`config.mk`:
```
export PLATFORM = sky130hd
export DESIGN_NAME = cache_sweep_cycle_control
export DESIGN_NICKNAME = d
export VERILOG_FILES = /design/src/rtl/cache_sweep_cycle_control.v /design/src/rtl/sweep_addr_counter.v /design/src/rtl/sweep_grant_arbiter.v
export VERILOG_INCLUDE_DIRS = /design/src /design/src/rtl
export SDC_FILE = /design/constraint.sdc
export NUM_CORES = 1
export LEC_CHECK = 0
export BUFFER_PORTS_ARGS = -buffer_cell sky130_fd_sc_hd__buf_2
export CORE_ASPECT_RATIO = 1.25
export CORE_MARGIN = 8
export CORE_UTILIZATION = 53
export DETAILED_ROUTE_END_ITERATION = 8
export PLACE_DENSITY = 0.85
export SYNTH_ARGS = -nofsm -noshare
export SYNTH_HDL_FRONTEND = slang
export SYNTH_HIERARCHICAL = 1
export SYNTH_SLANG_ARGS = --single-unit
```
`constraint.sdc`:
```
create_clock -name sys_clk_i -period 5.1 [get_ports sys_clk_i]
set_clock_uncertainty 0.05 [all_clocks]
set_input_delay 1.02 -clock sys_clk_i [delete_from_list [all_inputs] [get_ports sys_clk_i]]
set_output_delay 1.02 -clock sys_clk_i [all_outputs]
set_load 0.05 [all_outputs]
```
`src/rtl/sweep_defines.vh`:
```
`ifndef SWEEP_DEFINES_VH
`define SWEEP_DEFINES_VH

// ********************************************************************
// Register map, byte addresses on the APB side
// ********************************************************************
`define SWEEP_ADDR_OFFSET      12'h000
`define SWEEP_QUAL_OFFSET      12'h004
`define SWEEP_STATUS_OFFSET    12'h008

// ********************************************************************
// Field positions
// ********************************************************************
`define QUAL_SINGLE_PAGE_BIT   0
`define QUAL_WRITEBACK_BIT     1
`define QUAL_INVALIDATE_BIT    2
`define STAT_REQUEST_BIT       0
`define STAT_CYCLE_BIT         1
`define STAT_SECOND_PASS_BIT   2
`define STAT_STATE_LSB         8

// Sweep address is 22 bits, bit 0 here is word bit 35, bit 21 is word bit 14
`define SWEEP_ADDR_WIDTH       22
`define PAGE_FIELD_MSB         21
`define PAGE_FIELD_LSB         9
`define BLOCK_FIELD_MSB        8
`define LINE_FIELD_LSB         2
`define WORD_SEL_MSB           1

// ********************************************************************
// Reset values
// ********************************************************************
`define SWEEP_ADDR_RESET       22'h000000
`define SWEEP_QUAL_RESET       3'h0

// ********************************************************************
// Step sizes of the sweep address
// ********************************************************************
`define STEP_PER_LINE          9'h004
`define STEP_PER_BLOCK         9'h001

`endif

```
`src/rtl/cache_sweep_cycle_control.v`:
```
// Local design decisions: the APB register port and the register addresses.
`timescale 1ns/1ps
`include "sweep_defines.vh"


module cache_sweep_cycle_control #(
  parameter ADDR_W = 12
) (
  input  wire               sys_clk_i,
  input  wire               reset_n_i,
  input  wire               psel_i,
  input  wire               penable_i,
  input  wire               pwrite_i,
  input  wire [ADDR_W-1:0]  paddr_i,
  input  wire [31:0]        pwdata_i,
  output reg  [31:0]        prdata_o,
  output reg                pready_o,
  output reg                pslverr_o,
  input  wire               mb_req_i,
  input  wire               chan_req_i,
  input  wire               exec_req_i,
  input  wire               core_busy_i,
  input  wire               exec_cycle_done_i,
  input  wire               exec_unit_sync_i,
  input  wire               any_valid_match_i,
  input  wire               any_written_match_i,
  input  wire               writeback_done_i,
  output wire               sweep_request_flag_o,
  output reg                sweep_cycle_flag_o,
  output reg                physical_address_mux_sweep_o,
  output wire [21:0]        cache_address_o,
  output wire               writeback_start_o,
  output wire               invalidate_o,
  output wire               block_select_hold_o,
  output wire               force_valid_match_o,
  output reg  [1:0]         force_block_o
);

  // ********************************************************************
  // Sequencer states
  // ********************************************************************
  localparam [10:0] ST_IDLE = 11'h001;
  localparam [10:0] ST_GO   = 11'h002;
  localparam [10:0] ST_T0   = 11'h004;
  localparam [10:0] ST_T1   = 11'h008;
  localparam [10:0] ST_T2   = 11'h010;
  localparam [10:0] ST_T3   = 11'h020;
  localparam [10:0] ST_WB   = 11'h040;
  localparam [10:0] ST_WBW  = 11'h080;
  localparam [10:0] ST_INV  = 11'h100;
  localparam [10:0] ST_DONE = 11'h200;
  localparam [10:0] ST_BACK = 11'h400;
  // Strobe taps into the one-hot state word
  localparam        WB_STATE_BIT  = 6;
  localparam        INV_STATE_BIT = 8;

  reg  [10:0]       state_q;
  reg  [10:0]       state_d;
  reg  [2:0]        qual_reg_q;
  reg               single_page_q;
  reg               writeback_q;
  reg               invalidate_q;
  reg               request_q;
  reg               second_pass_q;
  reg               prev_exec_q;
  reg               apb_done_q;
  reg               force_valid_q;
  reg  [31:0]       status_word;
  wire              apb_access;
  wire              apb_write;
  wire              sweep_grant;
  wire              load_sweep;
  wire              step_addr;
  wire              carry;
  wire              exec_hold;
  wire [21:0]       sweep_addr;
  wire              line_match;
  wire              written_match;

  // ********************************************************************
  // APB register decode
  // ********************************************************************
  function [1:0] reg_hit;
    input [ADDR_W-1:0] addr;
    begin
      case (addr)
        `SWEEP_ADDR_OFFSET:   reg_hit = 2'h1;
        `SWEEP_QUAL_OFFSET:   reg_hit = 2'h2;
        `SWEEP_STATUS_OFFSET: reg_hit = 2'h3;
        default:              reg_hit = 2'h0;
      endcase
    end
  endfunction

  assign apb_access = psel_i & penable_i & ~apb_done_q;
  // Writes land on the edge that completes the transfer
  assign apb_write  = psel_i & penable_i & pready_o & pwrite_i;
  assign load_sweep = apb_write & (reg_hit(paddr_i) == 2'h1);

  // Fields placed by the shared bit positions so software and logic agree
  always @* begin
    status_word                        = 32'h00000000;
    status_word[`STAT_REQUEST_BIT]     = request_q;
    status_word[`STAT_CYCLE_BIT]       = sweep_cycle_flag_o;
    status_word[`STAT_SECOND_PASS_BIT] = second_pass_q;
    status_word[`STAT_STATE_LSB +: 11] = state_q;
  end

  always @(posedge sys_clk_i) begin
    if (!reset_n_i) begin
      pready_o   <= 1'b0;
      pslverr_o  <= 1'b0;
      prdata_o   <= 32'h00000000;
      apb_done_q <= 1'b0;
    end else begin
      pready_o   <= apb_access;
      apb_done_q <= apb_access;
      if (apb_access) begin
        pslverr_o <= (reg_hit(paddr_i) == 2'h0);
        if (pwrite_i) begin
          prdata_o <= 32'h00000000;
        end else begin
          case (reg_hit(paddr_i))
            2'h1:    prdata_o <= {10'h000, sweep_addr};
            2'h2:    prdata_o <= {29'h00000000, qual_reg_q};
            2'h3:    prdata_o <= status_word;
            default: prdata_o <= 32'h00000000;
          endcase
        end
      end else begin
        pslverr_o <= 1'b0;
      end
    end
  end

  always @(posedge sys_clk_i) begin
    if (!reset_n_i) begin
      qual_reg_q <= `SWEEP_QUAL_RESET;
    end else if (apb_write && (reg_hit(paddr_i) == 2'h2)) begin
      qual_reg_q <= pwdata_i[2:0];
    end
  end

  // ********************************************************************
  // Sweep start and request flag
  // ********************************************************************
  // Qualifiers frozen at start so a rewrite cannot bend a running sweep
  always @(posedge sys_clk_i) begin
    if (!reset_n_i) begin
      single_page_q <= 1'b0;
      writeback_q   <= 1'b0;
      invalidate_q  <= 1'b0;
      request_q     <= 1'b0;
    end else begin
      if (load_sweep) begin
        single_page_q <= qual_reg_q[`QUAL_SINGLE_PAGE_BIT];
        writeback_q   <= qual_reg_q[`QUAL_WRITEBACK_BIT];
        invalidate_q  <= qual_reg_q[`QUAL_INVALIDATE_BIT];
        request_q     <= 1'b1;
      end else if ((state_q == ST_DONE) && carry) begin
        request_q     <= 1'b0;
      end
    end
  end

  // ********************************************************************
  // Execution-unit hand-off and arbitration
  // ********************************************************************
  // Execution-unit data hand-off tracking, set wins over clear
  always @(posedge sys_clk_i) begin
    if (!reset_n_i) begin
      prev_exec_q <= 1'b0;
    end else if (exec_cycle_done_i) begin
      prev_exec_q <= 1'b1;
    end else if (exec_unit_sync_i) begin
      prev_exec_q <= 1'b0;
    end
  end

  assign exec_hold = prev_exec_q & ~exec_unit_sync_i;

  sweep_grant_arbiter u_arbiter (
    .sweep_req_i   (request_q),
    .mb_req_i      (mb_req_i),
    .chan_req_i    (chan_req_i),
    .exec_req_i    (exec_req_i),
    .core_busy_i   (core_busy_i),
    .other_req_o   (),
    .sweep_grant_o (sweep_grant)
  );

  // ********************************************************************
  // Sweep address counter
  // ********************************************************************
  assign step_addr = (state_q == ST_DONE);

  sweep_addr_counter #(
    .ADDR_W (22)
  ) u_counter (
    .sys_clk_i     (sys_clk_i),
    .reset_n_i     (reset_n_i),
    .load_i        (load_sweep),
    .load_value_i  (pwdata_i[21:0]),
    .step_i        (step_addr),
    .single_page_i (single_page_q),
    .addr_o        (sweep_addr),
    .carry_o       (carry)
  );

  // ********************************************************************
  // Lookup qualification
  // ********************************************************************
  // All pages forces the match; the directory compare only matters per page
  assign line_match    = single_page_q ? any_valid_match_i : 1'b1;
  assign written_match = any_written_match_i & line_match;

  // ********************************************************************
  // State sequencer
  // ********************************************************************
  always @* begin
    state_d = state_q;
    case (state_q)
      ST_IDLE: begin
        if (!exec_hold && sweep_grant) begin
          state_d = ST_GO;
        end
      end
      ST_GO: begin
        state_d = ST_T0;
      end
      ST_T0: begin
        state_d = ST_T1;
      end
      ST_T1: begin
        state_d = ST_T2;
      end
      ST_T2: begin
        state_d = ST_T3;
      end
      ST_T3: begin
        if (!line_match) begin
          state_d = ST_DONE;
        end else if (writeback_q && !second_pass_q && written_match) begin
          state_d = ST_WB;
        end else if (invalidate_q) begin
          state_d = ST_INV;
        end else begin
          state_d = ST_DONE;
        end
      end
      ST_WB: begin
        state_d = ST_WBW;
      end
      ST_WBW: begin
        if (writeback_done_i) begin
          state_d = invalidate_q ? ST_BACK : ST_DONE;
        end
      end
      ST_INV: begin
        state_d = ST_DONE;
      end
      ST_DONE: begin
        state_d = ST_IDLE;
      end
      ST_BACK: begin
        state_d = ST_IDLE;
      end
      default: begin
        state_d = ST_IDLE;
      end
    endcase
  end

  always @(posedge sys_clk_i) begin
    if (!reset_n_i) begin
      state_q <= ST_IDLE;
    end else begin
      state_q <= state_d;
    end
  end

  // Second pass reuses the same address, no step between passes
  always @(posedge sys_clk_i) begin
    if (!reset_n_i) begin
      second_pass_q <= 1'b0;
    end else if (state_q == ST_BACK) begin
      second_pass_q <= 1'b1;
    end else if ((state_q == ST_DONE) || load_sweep) begin
      second_pass_q <= 1'b0;
    end
  end

  // ********************************************************************
  // Cycle flag and address source
  // ********************************************************************
  always @(posedge sys_clk_i) begin
    if (!reset_n_i) begin
      sweep_cycle_flag_o           <= 1'b0;
      physical_address_mux_sweep_o <= 1'b0;
      force_valid_q                <= 1'b0;
      force_block_o                <= 2'h0;
    end else begin
      if (state_d == ST_GO) begin
        sweep_cycle_flag_o           <= 1'b1;
        physical_address_mux_sweep_o <= 1'b1;
        force_valid_q                <= ~single_page_q;
      end else if (state_d == ST_IDLE) begin
        sweep_cycle_flag_o           <= 1'b0;
        physical_address_mux_sweep_o <= 1'b0;
        force_valid_q                <= 1'b0;
      end
      force_block_o <= sweep_addr[`WORD_SEL_MSB:0];
    end
  end

  // ********************************************************************
  // Action strobes straight from state flip-flops
  // ********************************************************************
  assign sweep_request_flag_o = request_q;
  assign cache_address_o      = sweep_addr;
  assign writeback_start_o    = state_q[WB_STATE_BIT];
  assign invalidate_o         = state_q[INV_STATE_BIT];
  assign block_select_hold_o  = state_q[INV_STATE_BIT];
  assign force_valid_match_o  = force_valid_q;

endmodule

```
`src/rtl/sweep_addr_counter.v`:
```
`timescale 1ns/1ps
`include "sweep_defines.vh"

module sweep_addr_counter #(
  parameter ADDR_W = `SWEEP_ADDR_WIDTH
) (
  input  wire              sys_clk_i,
  input  wire              reset_n_i,
  input  wire              load_i,
  input  wire [ADDR_W-1:0] load_value_i,
  input  wire              step_i,
  input  wire              single_page_i,
  output wire [ADDR_W-1:0] addr_o,
  output wire              carry_o
);

  reg  [ADDR_W-1:0] addr_q;
  wire [8:0]        low_field;
  wire [8:0]        step_size;

  assign low_field = addr_q[`BLOCK_FIELD_MSB:0];
  assign step_size = single_page_i ? `STEP_PER_LINE : `STEP_PER_BLOCK;
  // Carry out of the line counter, or of the whole block counter
  assign carry_o   = single_page_i ? (addr_q[`BLOCK_FIELD_MSB:`LINE_FIELD_LSB] == 7'h00) : (low_field == 9'h000);
  assign addr_o    = addr_q;

  // Page bits stay put so one-page compares keep their target
  always @(posedge sys_clk_i) begin
    if (!reset_n_i) begin
      addr_q <= `SWEEP_ADDR_RESET;
    end else if (load_i) begin
      addr_q <= load_value_i;
    end else if (step_i) begin
      addr_q[`BLOCK_FIELD_MSB:0] <= low_field - step_size;
    end
  end

endmodule

```
`src/rtl/sweep_grant_arbiter.v`:
```
`timescale 1ns/1ps

module sweep_grant_arbiter (
  input  wire sweep_req_i,
  input  wire mb_req_i,
  input  wire chan_req_i,
  input  wire exec_req_i,
  input  wire core_busy_i,
  output wire other_req_o,
  output wire sweep_grant_o
);

  // Sweep yields to every other requester and to a busy core
  assign other_req_o   = mb_req_i | chan_req_i | exec_req_i;
  assign sweep_grant_o = sweep_req_i & ~other_req_o & ~core_busy_i;

endmodule

```
**After elaboration in Yosys (flattened, before gate mapping)**

Cells that the tools add are included.

- Output and inout port bits: 65
- Flip-flop bits (word level): 80
- Input bits: 58

- Reduce and logical (&&, ||, !) cells: 18
- Muxes and demuxes: 30
- Bitwise gates (word level): 16
- $add $sub $neg: 1
- Eq/ne operators: 20

Operators by type and width:

| kind | number |
|---|---|
| $pmux 11 s9 | 1 |
| $pmux 22 s3 | 1 |
| $mux 11 | 3 |
| $mux 10 | 3 |
| $eq 11x1->1 const B | 2 |
| $eq 11x2->1 const B | 2 |
| $mux 22 | 1 |
| $mux 9 | 2 |
| $eq 12x3->1 const B | 1 |
| $eq 12x4->1 const B | 1 |
| $logic_not 12->1 | 1 |
| $mux 2 | 6 |
| $eq 11x10->1 const B | 1 |
| $eq 11x11->1 const B | 1 |
| $eq 11x3->1 const B | 1 |
| $eq 11x4->1 const B | 1 |
| $eq 11x5->1 const B | 1 |
| $eq 11x6->1 const B | 1 |
| $eq 11x7->1 const B | 1 |
| $eq 11x8->1 const B | 1 |
| $eq 11x9->1 const B | 1 |
| $mux 1 | 11 |
| $reduce_bool 2->1 | 5 |
| $and 1x1->1 | 9 |
| 14 further kinds | 27 |

**Longest topological paths before layout**

Gate-level depths: netlist of the first run.

- Word-level depth: 11
- Depth in mapped cells: 9
- Depth with buffers taken out: 7

**Modules after synthesis**

Netlist of the first run, hierarchy kept.

By module, submodules not included:

| module | area an instance (um^2) | cells an instance | seq. area each (um^2) | instances |
|---|---|---|---|---|
| cache_sweep_cycle_control | 2253.4 | 248 | 960.9 | 1 |
| sweep_addr_counter | 1026.0 | 106 | 440.4 | 1 |
| sweep_grant_arbiter | 23.8 | 2 | 0.0 | 1 |

**Least setup slack after synthesis of the first run**

OpenSTA, ideal clock, no wires.

- Path kind: input -> register
- From: in paddr_i[1]
- To: reg u_counter.addr_q[2], in the netlist u_counter/addr_o[2]
- Data arrival time: 2972 ps
- Required time: 4919 ps
- Setup time: 131 ps
- Stages: 8
- Setup slack: 1947 ps
- Buffers on the path: 2
- Path through: or4_4 > or2_4 > nor3_4 > clkbuf_1 > inv_1 > clkbuf_1 > o21ai_0 > a21oi_1

- Longest elaborated chain between the ends: 5

Ends and longest elaborated chain:

| item | line | source |
|---|---|---|
| start: declaration | cache_sweep_cycle_control.v:14 | `input wire [ADDR_W-1:0] paddr_i,` |
| $eq 12x4->1 (tied with other cells) | cache_sweep_cycle_control.v:86 | `case (addr)` |
| $pmux 2 s3 * | cache_sweep_cycle_control.v:86 |  |
| $eq 2x1->1 * | cache_sweep_cycle_control.v:98 | `assign load_sweep = apb_write & (reg_hit(paddr_i) == 2'h1);` |
| $and 1x1->1 * | cache_sweep_cycle_control.v:98 |  |
| named net load_sweep | cache_sweep_cycle_control.v:72 | `wire load_sweep;` |
| $mux 9 or $reduce_bool 2->1 (tied branches) | - |  |
| end signal: assignment | sweep_addr_counter.v:30 | `` addr_q <= `SWEEP_ADDR_RESET; `` |
| end signal: assignment | sweep_addr_counter.v:32 | `addr_q <= load_value_i;` |
| end signal: indexed assignment | sweep_addr_counter.v:34 | `` addr_q[`BLOCK_FIELD_MSB:0] <= low_field - step_size; `` |
| end: declaration | sweep_addr_counter.v:17 | `reg [ADDR_W-1:0] addr_q;` |

The timed path passes the listed nets; every way through them passes the cells marked *.
A chain may end at the register's enable or synchronous reset.

**Worst setup path in the final report of the first run**

- From: in paddr_i[1]
- To: reg u_counter.addr_q[6], in the netlist u_counter/addr_o[6]

Same word-level chain as after synthesis.

==> qor.csv, run 1 <==
stage,metric,value,unit
run_status,status,completed,
drt,residual DRC count,0,
global_route,number of global-route vias before repair,2921,
floorplanning,CORE AREA,6090,µm²
global_route,all-layer global routing usage,0.186,
clock_tree,# H-tree levels,3,
yosys,register area share after synthesis,0.424,
clock_tree,CTS tree,yes,
global_route,met2 Resource Use GR,0.332,
floorplanning,die height,104,µm
pwr,VDD IR-drop max,199,µV
layout,fin nets,512,
yosys,Seq cells post-synth,70,
placement,placed insts,524,
yosys,area of the mapped netlist,3300,µm²
critical_path,Reg-to-Reg Start,state_q[3],
global_route,met3 Usage GRT,0.0522,
min_path,HP Start,force_valid_match_o,
yosys,distinct cell type count after synthesis,49,
drt,routed vias/inst,5.29,
yosys,cells after synthesis,356,
floorplanning,Die Area,9030,µm²
sta,final setup fails,0,
drt,initial detailed-routing violation count,203,
critical_path,crit path from,paddr_i[1],
layout,Final Core Density,0.647,
pwr,static leakage,1.73,nW
drt,WL/cell,15.5,µm
drt,vias,2859,
job,Max-cap violations,0,
layout,fin area,3940,µm²
pwr,Pwr per Cell Area,270,nW/µm²
layout,antenna cells,0,
global_route,largest net degree at the start of global routing,39,
critical_path,Critical Path AT,3.18,ns
sta,Final Worst Setup Slack,2.08,ns
placement,Post-DP Area,3730,µm²
clock_tree,# Post-CTS Setup Buffers,0,
layout,Final Non-Filler Cells,540,
clock_tree,Hold Buf Count CTS,0,
critical_path,CP required,5.27,ns
sta,Final Hold Viols,0,
critical_path,CP Max Fanout,12,
sta,final slew viol count,0,
floorplanning,FP Rows,32,
floorplanning,IO Pins,123,
placement,port bufs,102,
placement,HPWL Detailed,6330,µm
yosys,ys flop type,dfxtp_1,
placement,GPL Wtd Cong,0.832,
sta,final period utilization,0.592,
critical_path,Setup crit start kind,input pin,
clock_tree,clock buffer depth,2,
sta,WHS,0.413,ns
sta,TNS Setup,0,ns
floorplanning,Die Span X,86.6,µm
drt,DRT Wirelength,8380,µm
global_route,first-pass GRT wire length,13600,µm
clock_tree,worst-skew pair later-pin latency,0.34,ns
drt,first-pass detailed-route iteration total,4,
pwr,PnR Total Power,1.06,mW
clock_tree,CTS sink count,70,
drt,Final ANT Viol Nets,0,
placement,dpl ws,1.76,ns
layout,share of layout cells above drive strength 1,0.332,
sta,transition time of the tightest slew-check pin,1.08,ns
global_route,grt met1 use,0.201,
sta,final worst path period need,3.02,ns
sta,fmax,331,MHz
clock_tree,# resized after CTS,0,
critical_path,critical path class,input pin to flop,
yosys,syn avg cell area,9.28,µm²
layout,Area Growth Syn to Fin,19.1,%
yosys,"FFs w/ async S/R, synth",0,
clock_tree,CTS buffer count,9,
global_route,grt ovf,0,
critical_path,CP Capture Type,flop,
clock_tree,clock slew at reported path FFs,0.08,ns
global_route,initial antenna violation count,0,
sta,RSZ-0062 raised after global routing,no,
floorplanning,Starting Density,0.543,
clock_tree,clk root buf,clkbuf_8,
global_route,GR peak layer,met2,
yosys,number of synthesized flops with an enable pin,0,
sta,Worst slew margin,0.278,
yosys,warnings from Yosys,6,
min_path,worst hold path class,flop to flop,
## per-layer routing
metal	vias to the layer above	part of all wire
li1	1420	-
met1	1336	0.40
met2	90	0.53
met3	13	0.057
met4	0	0.017
met5	-	0
## critical path, cell delays in order
cell	delay, ns
buf_2	0.10
or4_4	0.54
or2_4	0.30
nor3_4	0.55
inv_1	0.34
o21ai_0	0.26
a21oi_1	0.07
## worst paths after layout
kind                                            end  slack [ns]  depth (start not counted)
worst max register to register  u_counter/addr_o[5]        2.43                          7
worst min register to register  force_valid_match_o        0.41                          2
worst min-delay path            force_valid_match_o        0.41                          2
worst max-delay path            u_counter/addr_o[6]        2.08                          7
## cell usage in the layout (no fill, tap or decap), drive strengths merged, types with 3 or more instances in the layout
| master | n |
|---|---|
| a211oi | 4 |
| a21oi | 17 |
| a22o | 8 |
| a22oi | 14 |
| and2 | 3 |
| and3 | 3 |
| buf | 103 |
| clkbuf | 10 |
| conb | 10 |
| dfxtp | 70 |
| ha | 4 |
| inv | 13 |
| mux2i | 17 |
| nand2 | 43 |
| nand2b | 4 |
| nand3 | 9 |
| nand3b | 3 |
| nand4 | 5 |
| nand4b | 3 |
| nor2 | 22 |
| nor2b | 20 |
| nor3 | 13 |
| nor3b | 3 |
| nor4 | 5 |
| o21ai | 17 |
| or4 | 4 |
| xnor2 | 8 |
## area by class of cell
type,count,area (µm²)
Multi-Input combinational cell,254,1660
Sequential cell,70,1400
Clock buffer,10,138
Fill cell,552,2150
Timing Repair Buffer,103,518
Inverter,12,45.0
Clock inverter,6,67.6
Tap cell,85,106
## state kept, by name, summed over array words and instances, names as in the netlist, 2 cells and up
register / count
qual_reg_q: 3
prdata_o: 22
state_q: 11
force_block_o: 2
u_counter/addr_o: 22
## kinds of logic after synthesis
| family | Yosys count | synth area share |
|---|---|---|
| AND/OR/NAND/NOR | 146 | 0.247 |
| AO/OA/AOI/OAI | 67 | 0.150 |
| other | 1 | 0.00114 |
| XOR/XNOR | 10 | 0.0265 |
| adder cells (fa/ha/maj) | 4 | 0.0152 |
| multiplexers | 17 | 0.0515 |
| buffers and inverters | 41 | 0.0845 |
| flip-flops | 70 | 0.424 |
## power breakdown
part / internal (mW) / leakage (nW) / switching [mW]
Combinational: 0.0196 / 1.06 / 0.0414
Clock: 0.241 / 0.0993 / 0.213
Sequential: 0.547 / 0.564 / 0.000436
## synth_stat cells (all sizes together) (4+ instances only)
| library cell | n | area share |
|---|---|---|
| dfxtp | 70 | 0.42 |
| nand4 | 5 | 0.0095 |
| a21oi | 17 | 0.026 |
| a22oi | 14 | 0.047 |
| xnor2 | 8 | 0.021 |
| nand2 | 43 | 0.049 |
| inv | 11 | 0.013 |
| buf | 17 | 0.045 |
| ha | 4 | 0.015 |
| mux2i | 17 | 0.052 |
| nor4 | 5 | 0.013 |
| or4 | 4 | 0.014 |
| o21ai | 17 | 0.026 |
| nor2b | 20 | 0.038 |
| nand3 | 9 | 0.014 |
| nand2b | 4 | 0.0076 |
| clkbuf | 12 | 0.026 |
| nor3 | 13 | 0.027 |
| nor2 | 22 | 0.025 |
| a211oi | 4 | 0.0091 |
| a22o | 8 | 0.024 |
Note: power is estimated with default switching activity, not from simulation.
==> inputs of run 2 (changes only) <==
--- a/config.mk
+++ b/config.mk
@@ -9,9 +9,9 @@
 export BUFFER_PORTS_ARGS = -buffer_cell sky130_fd_sc_hd__buf_2
 export CORE_ASPECT_RATIO = 1.25
 export CORE_MARGIN = 8
-export CORE_UTILIZATION = 53
+export CORE_UTILIZATION = 44
 export DETAILED_ROUTE_END_ITERATION = 8
-export PLACE_DENSITY = 0.85
+export PLACE_DENSITY = 0.75
 export SYNTH_ARGS = -nofsm -noshare
 export SYNTH_HDL_FRONTEND = slang
 export SYNTH_HIERARCHICAL = 1
==> constraint.sdc (replaced) <==
create_clock -name sys_clk_i -period 2.5 [get_ports sys_clk_i]
set_clock_uncertainty 0.05 [all_clocks]
set_input_delay 0.5 -clock sys_clk_i [delete_from_list [all_inputs] [get_ports sys_clk_i]]
set_output_delay 0.5 -clock sys_clk_i [all_outputs]
set_load 0.05 [all_outputs]
==> qor.csv, run 2 (synthesis results as in run 1) <==
stage,metric,value,unit
run_status,status,completed,
drt,residual DRC count,0,
min_path,worst hold path class,input pin to flop,
layout,antenna cells,0,
critical_path,Reg-to-Reg Start,state_q[7],
floorplanning,FP Rows,35,
floorplanning,Die Area,10600,µm²
clock_tree,clock slew at reported path FFs,0.08,ns
critical_path,Worst R2R Path Depth,7,
layout,fill count,687,
drt,routed vias/inst,5.24,
pwr,VDD IR-drop max,264,µV
pwr,static leakage,1.79,nW
layout,Final Non-Filler Cells,558,
pwr,Pwr per Cell Area,534,nW/µm²
critical_path,CP required,2.67,ns
job,Max-cap violations,0,
critical_path,RR Endpoint,u_counter/addr_o[5],
critical_path,worst setup path end,u_counter/addr_o[5],
clock_tree,# resized after CTS,0,
floorplanning,Starting Density,0.452,
floorplanning,die height,113,µm
critical_path,Setup crit start kind,flop,
sta,final period utilization,0.895,
critical_path,CP Max Fanout,9,
critical_path,CP Capture Type,flop,
global_route,largest net degree at the start of global routing,26,
pwr,Comb pwr share,0.059,
pwr,register share of total power,0.517,
global_route,first-pass GRT wire length,13900,µm
drt,vias,2926,
placement,HPWL Detailed,6630,µm
sta,final slew viol count,0,
layout,fin nets,523,
floorplanning,Die Span X,93.5,µm
global_route,all-layer global routing usage,0.164,
critical_path,"reg-to-reg slack, setup",0.26,ns
placement,port bufs,102,
global_route,initial antenna violation count,0,
drt,WL/cell,15.4,µm
global_route,grt ovf,0,
placement,placed insts,542,
pwr,Sw Ratio,0.240,
placement,GPL Wtd Cong,0.878,
drt,DRT Wirelength,8600,µm
pwr,Net Switching,518,µW
critical_path,critical path class,flop to flop,
layout,most frequent cells in the layout,"102 x buf_2, 70 x dfxtp_1, 43 x nand2_1",
critical_path,Critical Path AT,2.41,ns
sta,transition time of the tightest slew-check pin,0.537,ns
sta,Worst slew margin,0.632,
sta,final worst path period need,2.24,ns
clock_tree,worst-skew pair later-pin latency,0.34,ns
layout,"commonest non-fill, non-tap cell in the layout",buf_2,
drt,Final ANT Viol Nets,0,
floorplanning,CORE AREA,7310,µm²
clock_tree,# H-tree levels,3,
sta,TNS Setup,0,ns
global_route,number of global-route vias before repair,2860,
clock_tree,# Post-CTS Setup Buffers,0,
clock_tree,CTS tree,yes,
clock_tree,CTS buffer count,9,
clock_tree,CTS sink count,70,
sta,RSZ-0062 raised after global routing,no,
pwr,internal power contribution,1.64,mW
clock_tree,clk root buf,clkbuf_8,
floorplanning,IO Pins,123,
drt,initial detailed-routing violation count,129,
sta,Final Hold Viols,0,
clock_tree,Hold Buf Count CTS,0,
pwr,PnR Total Power,2.16,mW
clock_tree,clock buffer depth,2,
layout,Area Growth Syn to Fin,22.5,%
sta,fmax,447,MHz
pwr,Clk pwr share,0.424,
layout,share of layout cells above drive strength 1,0.348,
critical_path,crit path from,state_q[7],
sta,final setup fails,0,
drt,first-pass detailed-route iteration total,4,
-- run 2: layout make-up --
type | instances | area (µm²) | share of cell area
clock inverters | 6 | 61.3 | 0.0152
multi-input cells | 254 | 1660 | 0.410
well taps | 92 | 115 | 0.0285
repair buffers | 114 | 626 | 0.155
flip-flops and latches | 70 | 1400 | 0.346
inverters | 12 | 45.0 | 0.0111
clock buffers | 10 | 138 | 0.0340
-- run 2: worst min-delay path by stage --
| stage | depth (start not counted) | slack, ns | start | endpoint |
|---|---|---|---|---|
| 2_1_floorplan | 2 | 0.38 | writeback_q | writeback_q |
| 3_3_place_gp | 2 | 0.39 | writeback_q | writeback_q |
| 3_5_place_dp | 1 | 0.41 | prdata_o[21] | prdata_o[21] |
| 4_1_cts | 3 | 0.31 | exec_cycle_done_i | prev_exec_q |
| 5_1_grt | 3 | 0.33 | exec_cycle_done_i | prev_exec_q |
| 6_report | 3 | 0.32 | exec_cycle_done_i | prev_exec_q |
-- run 2: power by group through the flow --
stage | Combinational, mW | Sequential [mW] | Clock, mW
finish | 0.127 | 1.12 | 0.917
global route | 0.137 | 1.12 | 0.987
CTS | 0.128 | 1.12 | 0.934
detailed placement | 0.127 | 1.14 | 0
global placement | 0.125 | 1.14 | 0
floorplan | 0.0850 | 1.15 | 0
-- run 2: through the flow --
step	instance area [µm²]	worst slack (ns)	util	hold WS [ns]
global route	4050	0.0482	0.553	0.325
detailed placement	3850	0.0619	0.526	0.413
CTS	4050	0.233	0.553	0.307
finish	4050	0.262	0.553	0.318
global placement	3850	0.115	0.526	0.395
floorplan	3340	0.0351	-	0.382
-- run 2: routing by layer --
| layer | up-vias | share of wire | global-route usage |
|---|---|---|---|
| met5 | - | 0 | 0 |
| met4 | 0 | 0.012 | 0.0614 |
| met3 | 7 | 0.072 | 0.0490 |
| met2 | 91 | 0.52 | 0.288 |
| met1 | 1392 | 0.40 | 0.179 |
| li1 | 1436 | - | - |
-- run 2: worst max-delay path: stages, from the launching register on --
cell	delay (ns)
dfxtp_1	0.40
nor4_1	0.43
nand4_1	0.23
inv_1	0.13
nand2b_1	0.08
a2111oi_0	0.53
xnor2_1	0.19
a21oi_1	0.08
==> inputs of run 3 (changes only) <==
--- a/config.mk
+++ b/config.mk
@@ -11,6 +11,8 @@
 export CORE_MARGIN = 8
 export CORE_UTILIZATION = 44
 export DETAILED_ROUTE_END_ITERATION = 8
+export HOLD_SLACK_MARGIN = 0.1
+export MAX_ROUTING_LAYER = met4
 export PLACE_DENSITY = 0.75
 export SYNTH_ARGS = -nofsm -noshare
 export SYNTH_HDL_FRONTEND = slang
==> qor.csv, run 3 (synthesis results as in run 1) <==
stage,metric,value,unit
run_status,status,completed,
drt,WL/cell,15.6,µm
global_route,met2 Resource Use GR,0.299,
clock_tree,Hold Buf Count CTS,0,
drt,first-pass detailed-route iteration total,5,
min_path,hold endpoint,prev_exec_q,
drt,initial detailed-routing violation count,134,
layout,most frequent cells in the layout,"102 x buf_2, 70 x dfxtp_1, 43 x nand2_1",
critical_path,Critical Path AT,2.30,ns
global_route,GR peak layer,met2,
drt,vias,2877,
drt,routed vias/inst,5.17,
min_path,worst hold path class,input pin to flop,
floorplanning,FP Rows,35,
clock_tree,CTS buffer count,9,
critical_path,CP Capture Type,flop,
placement,GPL Wtd Cong,0.882,
layout,fill count,699,
clock_tree,# Post-CTS Setup Buffers,0,
pwr,Pwr per Cell Area,519,nW/µm²
global_route,grt met1 use,0.191,
critical_path,"reg-to-reg slack, setup",0.37,ns
drt,DRT Wirelength,8700,µm
critical_path,Worst R2R Path Depth,7,
global_route,number of global-route vias before repair,2965,
floorplanning,die height,113,µm
pwr,VDD IR-drop max,264,µV
critical_path,crit-path max cell delay,0.50,ns
placement,HPWL Detailed,6710,µm
clock_tree,clock slew at reported path FFs,0.07,ns
critical_path,worst-path cell chain,"nor4_1, nand4_1, inv_1, nand2b_1, a2111oi_0, xnor2_1, a21oi_1",
clock_tree,clk root buf,clkbuf_8,
critical_path,slowest CP cell,a2111oi_0,
layout,fin nets,524,
critical_path,Reg-to-Reg Start,state_q[4],
sta,transition time of the tightest slew-check pin,0.499,ns
layout,share of layout cells above drive strength 1,0.344,
placement,port bufs,102,
critical_path,critical path class,flop to flop,
floorplanning,IO Pins,123,
critical_path,RR Endpoint,u_counter/addr_o[5],
drt,Final ANT Viol Nets,0,
pwr,PnR Total Power,2.09,mW
global_route,grt ovf,0,
global_route,met3 Usage GRT,0.0444,
drt,residual DRC count,0,
critical_path,CP Max Fanout,3,
min_path,Cells on Worst Hold Path,3,
critical_path,CP required,2.67,ns
clock_tree,worst-skew pair later-pin latency,0.34,ns
layout,Area Growth Syn to Fin,22.0,%
layout,"commonest non-fill, non-tap cell in the layout",buf_2,
sta,TNS Setup,0,ns
clock_tree,# resized after CTS,0,
clock_tree,clock buffer depth,2,
clock_tree,# H-tree levels,3,
floorplanning,Die Area,10600,µm²
job,Max-cap violations,0,
floorplanning,Die Span X,93.5,µm
sta,fmax,469,MHz
layout,antenna cells,0,
clock_tree,CTS tree,yes,
clock_tree,CTS sink count,70,
sta,final slew viol count,0,
global_route,first-pass GRT wire length,14400,µm
sta,Worst slew margin,0.658,
sta,final worst path period need,2.13,ns
sta,RSZ-0062 raised after global routing,no,
critical_path,Setup crit start kind,flop,
sta,final setup fails,0,
pwr,static leakage,1.78,nW
floorplanning,CORE AREA,7310,µm²
global_route,initial antenna violation count,0,
sta,final period utilization,0.853,
sta,Final Hold Viols,0,
min_path,HP Start,exec_cycle_done_i,
global_route,all-layer global routing usage,0.174,
floorplanning,Starting Density,0.452,
global_route,largest net degree at the start of global routing,28,
-- run 3: power by group --
| part | total [mW] | switching (mW) | internal [mW] | leakage [nW] |
|---|---|---|---|---|
| clock network | 0.847 | 0.399 | 0.448 | 0.0842 |
| logic | 0.128 | 0.0861 | 0.0422 | 1.13 |
| registers | 1.12 | 0.000945 | 1.12 | 0.564 |
| total | 2.09 | 0.486 | 1.61 | 1.78 |
-- run 3: cell type report --
class	instances	area, µm²	area share
well taps	92	115	0.0286
clock inverters	4	50.0	0.0124
flip-flops and latches	70	1400	0.348
inverters	12	45.0	0.0112
multi-input cells	254	1660	0.412
clock buffers	10	128	0.0317
repair buffers	115	633	0.157
-- run 3: per-stage QoR --
stage	utilization	cell area, µm²	setup slack, ns	hold slack [ns]	instances
floorplan	-	3340	0.0351	0.382	365
global placement	0.527	3850	0.122	0.396	543
detailed placement	0.527	3850	0.0811	0.407	543
CTS	0.551	4030	0.347	0.310	557
global route	0.551	4030	0.175	0.316	557
finish	0.551	4030	0.367	0.326	557
-- run 3: metal layers --
| metal | up-vias | routed length (µm) |
|---|---|---|
| li1 | 1441 | - |
| met4 | 0 | 73 |
| met3 | 6 | 609 |
| met1 | 1333 | 3500 |
| met5 | - | 0 |
| met2 | 97 | 4510 |
-- run 3: critical path, delay by kind of cell (launching register included) --
| family | cells | cell delay, ns |
|---|---|---|
| and+or+nand+nor | 3 | 0.74 |
| AOI/OAI and AO/OA | 2 | 0.58 |
| buffers and inverters | 1 | 0.13 |
| DFF | 1 | 0.34 |
| xor gates and xnor gates | 1 | 0.18 |
-- run 3: worst max path at each step --
| stage | from | endpoint | slack (ns) |
|---|---|---|---|
| after detailed placement | paddr_i[1] | u_counter/addr_o[15] | 0.08 |
| after CTS | state_q[4] | u_counter/addr_o[5] | 0.35 |
| final | state_q[4] | u_counter/addr_o[5] | 0.37 |
| after global placement | paddr_i[1] | u_counter/addr_o[7] | 0.12 |
| after global routing | state_q[4] | u_counter/addr_o[5] | 0.17 |
| after floorplan | paddr_i[1] | u_counter/addr_o[2] | 0.04 |
